## src/verilog/pdi_defs.vh

```
// Overview of operation
// - Enable bit one passes interrupt, zero blocks.
// - Reserved enable and bank-one bits read zero.
// - Enable and direction registers clear on reset.
// - Direction one drives the drive-value bit.
// - Direction zero leaves the pin as input.
// - Input pullup on when drive-value bit one.
// - Each pin has its own direction bit.
// - Bank-one bit six resets unless disabled.
// - Low on that pin resets, even self-driven.
// - Level registers return current pin state.
// - Flags interrupt when enabled, held until cleared.
`ifndef PDI_DEFS_VH
`define PDI_DEFS_VH

// Register indices; the byte address is four times the index.
`define PDI_IDX_LINE_IRQ_ENABLE_UPPER 8'h07
`define PDI_IDX_DIR_BANK_ZERO         8'h08
`define PDI_IDX_DIR_BANK_ONE          8'h09
`define PDI_IDX_DRIVE_BANK_ZERO       8'h10
`define PDI_IDX_DRIVE_BANK_ONE        8'h11
`define PDI_IDX_LEVEL_BANK_ZERO       8'h12
`define PDI_IDX_LEVEL_BANK_ONE        8'h13
`define PDI_IDX_EDGE_SEEN_FLAGS       8'h14
`define PDI_IDX_EDGE_SELECT           8'h15
`define PDI_IDX_PIN_CONTROL           8'h16

// Field layout.
`define PDI_IRQ_LINES                 4
`define PDI_BANK_ZERO_PINS            8
`define PDI_BANK_ONE_PINS             7
`define PDI_RESET_PIN_BIT             6
`define PDI_RESET_DISABLE_BIT         0

// Reset values.
`define PDI_RST_BYTE                  8'h00
`define PDI_RST_NIBBLE                4'h0

// Bus answers.
`define PDI_RESP_OKAY                 2'b00
`define PDI_RESP_SLVERR               2'b10

`endif

```

## src/verilog/pdi_port_direction.v

```verilog
// The AXI4-Lite interface to the registers was left to the implementer.
`timescale 1ns/1ps
`include "pdi_defs.vh"

module pdi_port_direction #(
  parameter ADDR_W = 8,
  parameter NIRQ   = `PDI_IRQ_LINES,
  parameter NP0    = `PDI_BANK_ZERO_PINS,
  parameter NP1    = `PDI_BANK_ONE_PINS
) (
  input  wire              aclk,
  input  wire              aresetn,
  input  wire [ADDR_W-1:0] s_axi_awaddr,
  input  wire [2:0]        s_axi_awprot,
  input  wire              s_axi_awvalid,
  output reg               s_axi_awready,
  input  wire [31:0]       s_axi_wdata,
  input  wire [3:0]        s_axi_wstrb,
  input  wire              s_axi_wvalid,
  output reg               s_axi_wready,
  output reg  [1:0]        s_axi_bresp,
  output reg               s_axi_bvalid,
  input  wire              s_axi_bready,
  input  wire [ADDR_W-1:0] s_axi_araddr,
  input  wire [2:0]        s_axi_arprot,
  input  wire              s_axi_arvalid,
  output reg               s_axi_arready,
  output reg  [31:0]       s_axi_rdata,
  output reg  [1:0]        s_axi_rresp,
  output reg               s_axi_rvalid,
  input  wire              s_axi_rready,
  input  wire [NP0-1:0]    bank_zero_pin_i,
  output reg  [NP0-1:0]    bank_zero_pin_o,
  output reg  [NP0-1:0]    bank_zero_pin_oe,
  output reg  [NP0-1:0]    bank_zero_pullup,
  input  wire [NP1-1:0]    bank_one_pin_i,
  output reg  [NP1-1:0]    bank_one_pin_o,
  output reg  [NP1-1:0]    bank_one_pin_oe,
  output reg  [NP1-1:0]    bank_one_pullup,
  input  wire [NIRQ-1:0]   line_irq_pin,
  output reg  [NIRQ-1:0]   line_irq_request,
  output reg               pin_reset_request
);

  // Software-visible state.
  reg  [NIRQ-1:0]   line_irq_enable_bits;
  reg  [NP0-1:0]    dir_bank_zero;
  reg  [NP1-1:0]    dir_bank_one;
  reg  [NP0-1:0]    drive_bank_zero;
  reg  [NP1-1:0]    drive_bank_one;
  reg  [NIRQ-1:0]   edge_seen_flags;
  reg  [NIRQ-1:0]   edge_select;
  reg               reset_function_disable;

  // Synchronised pins and interrupt lines.
  wire [NP0-1:0]    p0_sync;
  wire [NP1-1:0]    sampled_level_bank_one;
  wire [NIRQ-1:0]   irq_sync;
  reg  [NIRQ-1:0]   irq_prev;
  reg  [1:0]        irq_warm;

  // Write channel holding registers.
  reg               aw_held;
  reg               w_held;
  reg  [ADDR_W-1:0] aw_addr;
  reg  [31:0]       w_data;
  reg  [3:0]        w_strb;

  wire [ADDR_W-3:0] w_idx = aw_addr[ADDR_W-1:2];
  wire [ADDR_W-3:0] r_idx = s_axi_araddr[ADDR_W-1:2];
  wire              do_write = aw_held & w_held & ~s_axi_bvalid;
  wire              lane0 = w_strb[0];
  wire [7:0]        wbyte = w_data[7:0];

  // Address decode for the pending write.
  wire hit_en   = (w_idx == `PDI_IDX_LINE_IRQ_ENABLE_UPPER);
  wire hit_d0   = (w_idx == `PDI_IDX_DIR_BANK_ZERO);
  wire hit_d1   = (w_idx == `PDI_IDX_DIR_BANK_ONE);
  wire hit_v0   = (w_idx == `PDI_IDX_DRIVE_BANK_ZERO);
  wire hit_v1   = (w_idx == `PDI_IDX_DRIVE_BANK_ONE);
  wire hit_l0   = (w_idx == `PDI_IDX_LEVEL_BANK_ZERO);
  wire hit_l1   = (w_idx == `PDI_IDX_LEVEL_BANK_ONE);
  wire hit_fl   = (w_idx == `PDI_IDX_EDGE_SEEN_FLAGS);
  wire hit_es   = (w_idx == `PDI_IDX_EDGE_SELECT);
  wire hit_ct   = (w_idx == `PDI_IDX_PIN_CONTROL);
  wire w_mapped = hit_en | hit_d0 | hit_d1 | hit_v0 | hit_v1 | hit_l0 | hit_l1 | hit_fl | hit_es | hit_ct;
  wire wr_ok    = do_write & lane0;

  // Values the pin controls take at the next edge, so pin outputs follow writes at once.
  reg  [NP0-1:0]    next_dir_bank_zero;
  reg  [NP1-1:0]    next_dir_bank_one;
  reg  [NP0-1:0]    next_drive_bank_zero;
  reg  [NP1-1:0]    next_drive_bank_one;
  reg               next_reset_function_disable;

  always @* begin
    next_dir_bank_zero          = dir_bank_zero;
    next_dir_bank_one           = dir_bank_one;
    next_drive_bank_zero        = drive_bank_zero;
    next_drive_bank_one         = drive_bank_one;
    next_reset_function_disable = reset_function_disable;
    if (wr_ok && hit_d0) begin
      next_dir_bank_zero = wbyte[NP0-1:0];
    end
    if (wr_ok && hit_d1) begin
      next_dir_bank_one = wbyte[NP1-1:0];
    end
    if (wr_ok && hit_v0) begin
      next_drive_bank_zero = wbyte[NP0-1:0];
    end
    if (wr_ok && hit_v1) begin
      next_drive_bank_one = wbyte[NP1-1:0];
    end
    if (wr_ok && hit_ct) begin
      next_reset_function_disable = wbyte[`PDI_RESET_DISABLE_BIT];
    end
  end

  // Edge detection on the synchronised interrupt lines; select 1 means falling edge.
  wire [NIRQ-1:0] rise = irq_sync & ~irq_prev;
  wire [NIRQ-1:0] fall = ~irq_sync & irq_prev;
  wire [NIRQ-1:0] edge_hit = ((edge_select & fall) | (~edge_select & rise)) & {NIRQ{irq_warm == 2'b11}};
  wire [NIRQ-1:0] flag_clear = (wr_ok && hit_fl) ? wbyte[NIRQ-1:0] : `PDI_RST_NIBBLE;
  // A new edge wins over a clear in the same cycle.
  wire [NIRQ-1:0] next_flags = (edge_seen_flags & ~flag_clear) | edge_hit;

  // Pins and interrupt lines cross into the clock domain through two flip-flops.
  pdi_sync2 #(.W(NP0), .RST_BIT(1'b0)) pdi_sync2_bank_zero_i (
    .aclk    (aclk),
    .aresetn (aresetn),
    .d       (bank_zero_pin_i),
    .q       (p0_sync)
  );

  // Bank one resets high so the reset-input pin does not look low right after reset.
  pdi_sync2 #(.W(NP1), .RST_BIT(1'b1)) pdi_sync2_bank_one_i (
    .aclk    (aclk),
    .aresetn (aresetn),
    .d       (bank_one_pin_i),
    .q       (sampled_level_bank_one)
  );

  pdi_sync2 #(.W(NIRQ), .RST_BIT(1'b0)) pdi_sync2_irq_i (
    .aclk    (aclk),
    .aresetn (aresetn),
    .d       (line_irq_pin),
    .q       (irq_sync)
  );

  // Edges are ignored until the synchronisers hold real levels, so an idle-high line raises no flag.
  always @(posedge aclk) begin
    if (!aresetn) begin
      irq_prev <= `PDI_RST_NIBBLE;
      irq_warm <= 2'b00;
    end else begin
      irq_prev <= irq_sync;
      if (irq_warm != 2'b11) begin
        irq_warm <= irq_warm + 2'b01;
      end
    end
  end

  // Interrupt enable register.
  always @(posedge aclk) begin
    if (!aresetn) begin
      line_irq_enable_bits <= `PDI_RST_NIBBLE;
    end else if (wr_ok && hit_en) begin
      line_irq_enable_bits <= wbyte[NIRQ-1:0];
    end
  end

  // Edge select register.
  always @(posedge aclk) begin
    if (!aresetn) begin
      edge_select <= `PDI_RST_NIBBLE;
    end else if (wr_ok && hit_es) begin
      edge_select <= wbyte[NIRQ-1:0];
    end
  end

  // Direction, drive-value and reset-disable registers.
  always @(posedge aclk) begin
    if (!aresetn) begin
      dir_bank_zero          <= `PDI_RST_BYTE;
      dir_bank_one           <= {NP1{1'b0}};
      drive_bank_zero        <= `PDI_RST_BYTE;
      drive_bank_one         <= {NP1{1'b0}};
      reset_function_disable <= 1'b0;
    end else begin
      dir_bank_zero          <= next_dir_bank_zero;
      dir_bank_one           <= next_dir_bank_one;
      drive_bank_zero        <= next_drive_bank_zero;
      drive_bank_one         <= next_drive_bank_one;
      reset_function_disable <= next_reset_function_disable;
    end
  end

  // Edge flags.
  always @(posedge aclk) begin
    if (!aresetn) begin
      edge_seen_flags <= `PDI_RST_NIBBLE;
    end else begin
      edge_seen_flags <= next_flags;
    end
  end

  // Bank zero pin drive.
  always @(posedge aclk) begin
    if (!aresetn) begin
      bank_zero_pin_o  <= `PDI_RST_BYTE;
      bank_zero_pin_oe <= `PDI_RST_BYTE;
      bank_zero_pullup <= `PDI_RST_BYTE;
    end else begin
      bank_zero_pin_o  <= next_drive_bank_zero & next_dir_bank_zero;
      bank_zero_pin_oe <= next_dir_bank_zero;
      bank_zero_pullup <= ~next_dir_bank_zero & next_drive_bank_zero;
    end
  end

  // Bank one pin drive.
  always @(posedge aclk) begin
    if (!aresetn) begin
      bank_one_pin_o  <= {NP1{1'b0}};
      bank_one_pin_oe <= {NP1{1'b0}};
      bank_one_pullup <= {NP1{1'b0}};
    end else begin
      bank_one_pin_o  <= next_drive_bank_one & next_dir_bank_one;
      bank_one_pin_oe <= next_dir_bank_one;
      bank_one_pullup <= ~next_dir_bank_one & next_drive_bank_one;
    end
  end

  // Interrupt and reset requests.
  always @(posedge aclk) begin
    if (!aresetn) begin
      line_irq_request  <= `PDI_RST_NIBBLE;
      pin_reset_request <= 1'b0;
    end else begin
      line_irq_request  <= edge_seen_flags & line_irq_enable_bits;
      // The pin level comes from the wire, so a low the port drives itself also resets.
      pin_reset_request <= ~reset_function_disable & ~sampled_level_bank_one[`PDI_RESET_PIN_BIT];
    end
  end

  // Write channel: address and data are taken in either order, answered once both are in.
  always @(posedge aclk) begin
    if (!aresetn) begin
      aw_held       <= 1'b0;
      w_held        <= 1'b0;
      aw_addr       <= {ADDR_W{1'b0}};
      w_data        <= 32'h0000_0000;
      w_strb        <= 4'h0;
      s_axi_awready <= 1'b0;
      s_axi_wready  <= 1'b0;
      s_axi_bvalid  <= 1'b0;
      s_axi_bresp   <= `PDI_RESP_OKAY;
    end else begin
      s_axi_awready <= ~aw_held & ~(s_axi_awvalid & s_axi_awready) & ~s_axi_bvalid;
      s_axi_wready  <= ~w_held & ~(s_axi_wvalid & s_axi_wready) & ~s_axi_bvalid;
      if (s_axi_awvalid && s_axi_awready) begin
        aw_held <= 1'b1;
        aw_addr <= s_axi_awaddr;
      end
      if (s_axi_wvalid && s_axi_wready) begin
        w_held <= 1'b1;
        w_data <= s_axi_wdata;
        w_strb <= s_axi_wstrb;
      end
      if (do_write) begin
        aw_held      <= 1'b0;
        w_held       <= 1'b0;
        s_axi_bvalid <= 1'b1;
        s_axi_bresp  <= w_mapped ? `PDI_RESP_OKAY : `PDI_RESP_SLVERR;
      end else if (s_axi_bvalid && s_axi_bready) begin
        s_axi_bvalid <= 1'b0;
      end
    end
  end

  // Read data; reserved bits come back as zero.
  reg [31:0] rd_word;
  reg        rd_mapped;

  always @* begin
    rd_word   = 32'h0000_0000;
    rd_mapped = 1'b1;
    case (r_idx)
      `PDI_IDX_LINE_IRQ_ENABLE_UPPER: rd_word[NIRQ-1:0] = line_irq_enable_bits;
      `PDI_IDX_DIR_BANK_ZERO:         rd_word[NP0-1:0]  = dir_bank_zero;
      `PDI_IDX_DIR_BANK_ONE:          rd_word[NP1-1:0]  = dir_bank_one;
      `PDI_IDX_DRIVE_BANK_ZERO:       rd_word[NP0-1:0]  = drive_bank_zero;
      `PDI_IDX_DRIVE_BANK_ONE:        rd_word[NP1-1:0]  = drive_bank_one;
      `PDI_IDX_LEVEL_BANK_ZERO:       rd_word[NP0-1:0]  = p0_sync;
      `PDI_IDX_LEVEL_BANK_ONE:        rd_word[NP1-1:0]  = sampled_level_bank_one;
      `PDI_IDX_EDGE_SEEN_FLAGS:       rd_word[NIRQ-1:0] = edge_seen_flags;
      `PDI_IDX_EDGE_SELECT:           rd_word[NIRQ-1:0] = edge_select;
      `PDI_IDX_PIN_CONTROL:           rd_word[`PDI_RESET_DISABLE_BIT] = reset_function_disable;
      default:                        rd_mapped = 1'b0;
    endcase
  end

  always @(posedge aclk) begin
    if (!aresetn) begin
      s_axi_arready <= 1'b0;
      s_axi_rvalid  <= 1'b0;
      s_axi_rdata   <= 32'h0000_0000;
      s_axi_rresp   <= `PDI_RESP_OKAY;
    end else begin
      if (s_axi_arvalid && s_axi_arready) begin
        s_axi_arready <= 1'b0;
        s_axi_rvalid  <= 1'b1;
        s_axi_rdata   <= rd_word;
        s_axi_rresp   <= rd_mapped ? `PDI_RESP_OKAY : `PDI_RESP_SLVERR;
      end else if (s_axi_rvalid && s_axi_rready) begin
        s_axi_rvalid  <= 1'b0;
        s_axi_arready <= 1'b1;
      end else if (!s_axi_rvalid) begin
        s_axi_arready <= 1'b1;
      end
    end
  end

endmodule // pdi_port_direction

// Two-stage synchroniser for signals from outside the clock domain.
module pdi_sync2 #(
  parameter       W       = 1,
  parameter [0:0] RST_BIT = 1'b0
) (
  input  wire         aclk,
  input  wire         aresetn,
  input  wire [W-1:0] d,
  output reg  [W-1:0] q
);

  reg [W-1:0] meta;

  always @(posedge aclk) begin
    if (!aresetn) begin
      meta <= {W{RST_BIT}};
      q    <= {W{RST_BIT}};
    end else begin
      meta <= d;
      q    <= meta;
    end
  end

endmodule // pdi_sync2

```

## config.mk

```make
export PLATFORM = sky130hd
export DESIGN_NAME = pdi_port_direction
export DESIGN_NICKNAME = d
export VERILOG_FILES = /design/src/verilog/pdi_port_direction.v
export VERILOG_INCLUDE_DIRS = /design/src /design/src/verilog
export SDC_FILE = /design/constraint.sdc
export NUM_CORES = 1
export LEC_CHECK = 0
export BUFFER_PORTS_ARGS = -buffer_cell sky130_fd_sc_hd__buf_2
export CORE_MARGIN = 5
export CORE_UTILIZATION = 35
export CTS_BUF_LIST = sky130_fd_sc_hd__clkbuf_8
export CTS_CLUSTER_SIZE = 10
export DETAILED_ROUTE_END_ITERATION = 12
export PLACE_DENSITY_LB_ADDON = 0.08
export SKIP_CTS_REPAIR_TIMING = 1
export SYNTH_ARGS = -nofsm -noshare
export SYNTH_HDL_FRONTEND = slang
export SYNTH_SLANG_ARGS = --single-unit
```

## constraint.sdc

```tcl
create_clock -name aclk -period 2.2 [get_ports aclk]
set_input_delay 0.44 -clock aclk [delete_from_list [all_inputs] [get_ports aclk]]
set_output_delay 0.44 -clock aclk [all_outputs]
set_load 0.02 [all_outputs]
```

==> impl_metrics.csv <==
group,metric,value,unit
worst_setup_path,arrival,2370,ps
layout,instances_no_fill,977,
floorplanning,core_area,17400,um2
global_route,grt.overflow.total,0,
floorplanning,chipWidth,144,um
synth,synth_area,6250,um2
synth,ys_warn_count,0,
power,p_leak,3.08,nW
floorplanning,dieArea,20600,um2
layout,nFillCells,1755,
layout,drive_gt1_frac,0.249,
clock_network,cts_inserted_buffers,17,
routing,firstDrtPassIters,4,
power,total_power,5.07,mW
synth,synth-async-reset-ratio,0,
timing,hold_ws,169,ps
power,peakVddDrop,0.368,mV
worst_setup_path,worstSetupEndpointType,"flip-flop",
outcome,status,"finished, final reports clean",
global_route,grt_pass1_vias,4846,
layout,final_common_cell,"dfxtp_1",
worst_setup_path,cp_max_fo,14,
floorplanning,ios,175,
synth,synth_area_leaders,"dfxtp_1, mux2i_1, nand2_1",
global_route,grt_max_degree,55,
placed_design,dpl_cell_area,7010,um2
worst_setup_path,start_kind,"flip-flop",
routing,drc,0,
timing,final_hold_viol_count,0,
floorplanning,die_height,144,um
placed_design,io_buffers,111,
worst_setup_path,critPathKind,"flip-flop to flip-flop",
placed_design,gp_congestion,0.873,
global_route,grt_pass1_wl,26.1,mm
clock_network,clock_latency,450,ps
clock_network,cts.sinks,154,
layout,fin_util,0.420,
global_route,grt_usage,0.164,
timing,worst_pin_slew,569,ps
min_path,hold_path.class,"primary input to flip-flop",
routing,drtIter0Drc,275,
timing,fin_setup_tns,0,ps
timing,max_slew_margin,0.620,
placed_design,dp_worst_setup_slack,51.0,ps
worst_setup_path,crit_required,2590,ps
clock_network,cts_tree,"done",
flow_run,drv_cap,0,
synth,ys_seq_area_frac,0.494,
routing,wl_per_cell,17.1,um
timing,post-route-period-util,0.904,
floorplanning,rows,48,
layout,layout_common_cells,"dfxtp_1, buf_2, nand2_1",
placed_design,hpwlAfterDp,12.2,mm
synth,synth_flop_cell,"dfxtp_1",
placed_design,dp.cells,946,
clock_network,cts.path.max_buffers,2,
synth,ys_ff_latch,154,
routing,vias,4923,
routing,wl,16.7,mm
clock_network,cts_root_buffer,"clkbuf_8",
synth,synth_edf_count,0,
timing,setup_ws,211,ps
synth,synth.distinct_cells,61,
floorplanning,initial_core_util,0.359,
clock_network,htreeDepth,4,
synth,synth_area_per_cell,9.95,um2
global_route,antenna_found_initial,0,
power,p_per_area,693,nW/um2
synth,synth_top_cell_area_share,0.494,
layout,finalInstanceArea,7320,um2
synth,syn-instance-count,628,
layout,final_nets,825,
timing,period_minus_slack,1990,ps
timing,setup-violations-final,0,
timing,max_clock_freq,0.503,GHz
routing,drtAntennaViolNets,0,
synth,yosysTopAreaCell,"dfxtp_1",
routing,viasPerCell,5.04,
layout,syn_to_final_growth,17.2,%
clock_network,clk_pin_slew,80,ps
timing,rsz0062_at_grt,"false",
timing,fin_worst_skew,9.63,ps
layout,antenna_cells,0,
timing,slew_violations,0,
-- logic make-up (layout without fill, tap and decap cells) --
| logic type | after synthesis | in the layout | share of synthesized area |
|---|---|---|---|
| AOI/OAI and AO/OA | 133 | 133 | 0.162 |
| xor gates and xnor gates | 2 | 2 | 0.00280 |
| adders and majority gates | 1 | 1 | 0.00200 |
| buffers and inverters | 76 | 175 | 0.0675 |
| DFF | 154 | 154 | 0.494 |
| muxes | 40 | 40 | 0.0713 |
| other | 1 | 26 | 0.000600 |
| and+or+nand+nor | 221 | 221 | 0.200 |
-- flip-flops by register name (all words and copies together) (netlist names), 6 cells and up --
register                    count
bank_one_pin_o                  7
pdi_sync2_bank_one_i.meta       7
aw_addr                         6
pdi_sync2_bank_zero_i.meta      8
bank_zero_pin_o                 8
pdi_sync2_bank_one_i.q          7
w_data                          8
bank_one_pin_oe                 7
bank_zero_pullup                8
drive_bank_zero                 8
drive_bank_one                  7
bank_zero_pin_oe                8
s_axi_rdata                     8
pdi_sync2_bank_zero_i.q         8
bank_one_pullup                 7
-- worst max-delay path: stages (launching register included) --
cell     delay [ps]
dfxtp_1         500
or4b_4          550
nor4_4          140
buf_4           270
mux2i_1         260
o211a_1         210
-- worst paths after layout --
kind | from | slack, ps | cells past startpoint | endpoint
min reg2reg | pdi_sync2_bank_one_i.meta[2]$_SDFF_PN1_ | 410 | 1 | pdi_sync2_bank_one_i.q[2]$_SDFF_PN1_
max reg2reg | aw_addr[5]$_SDFFE_PN0P_ | 210 | 5 | bank_one_pullup[2]$_SDFF_PN0_
min | bank_one_pin_i[0] | 170 | 2 | pdi_sync2_bank_one_i.meta[0]$_SDFF_PN1_
max | aw_addr[5]$_SDFFE_PN0P_ | 210 | 5 | bank_one_pullup[2]$_SDFF_PN0_
-- synthesized netlist by cell type, types with 2 or more instances --
cell and count:
a32o_1 4, nand3b_1 4, clkbuf_1 29, mux4_2 3, nand4b_1 2, a22oi_1 7, nor2b_1 2, a2111oi_0 2
nor4b_1 4, mux2i_1 31, and4b_1 3, nor3b_1 2, o221a_1 15, o211a_1 17, a211oi_1 5, nand2_1 70
and3_1 5, or4b_1 3, nor4_1 3, o21ai_0 11, and2_1 30, a311oi_1 3, nor4_4 4, buf_2 7
dfxtp_1 154, nor3_1 8, mux2_2 6, a221oi_1 3, nand3_1 8, o21a_1 15, nor4_2 2, a21oi_1 39
buf_6 2, nor2_1 36, a32oi_1 3, buf_4 30, nand2b_1 22, or4b_4 2, inv_1 5, nand4_1 5
buf_1 2
-- metal layers --
layer,track usage,vias up,share of wire
met3,0.0483,20,0.066
met5,0,-,0
met2,0.252,151,0.45
li1,-,2408,-
met4,0.0466,0,0.014
met1,0.226,2344,0.47
-- layout make-up --
class	count	area, um2	share of cell area
timing repair buffer	138	783	0.107
tap	225	282	0.0385
inverter	6	22.5	0.00308
sequential	154	3080	0.421
multi-input combinational	423	2840	0.387
clock buffer	18	248	0.0338
clock inverter	13	67.6	0.00923
-- power breakdown --
group / switching, mW / internal, mW / leakage [nW]
Clock: 1.01 / 0.771 / 0.180
Sequential: 0.0679 / 2.86 / 1.25
Combinational: 0.228 / 0.142 / 1.64
Power figures use the tool's default switching activity.
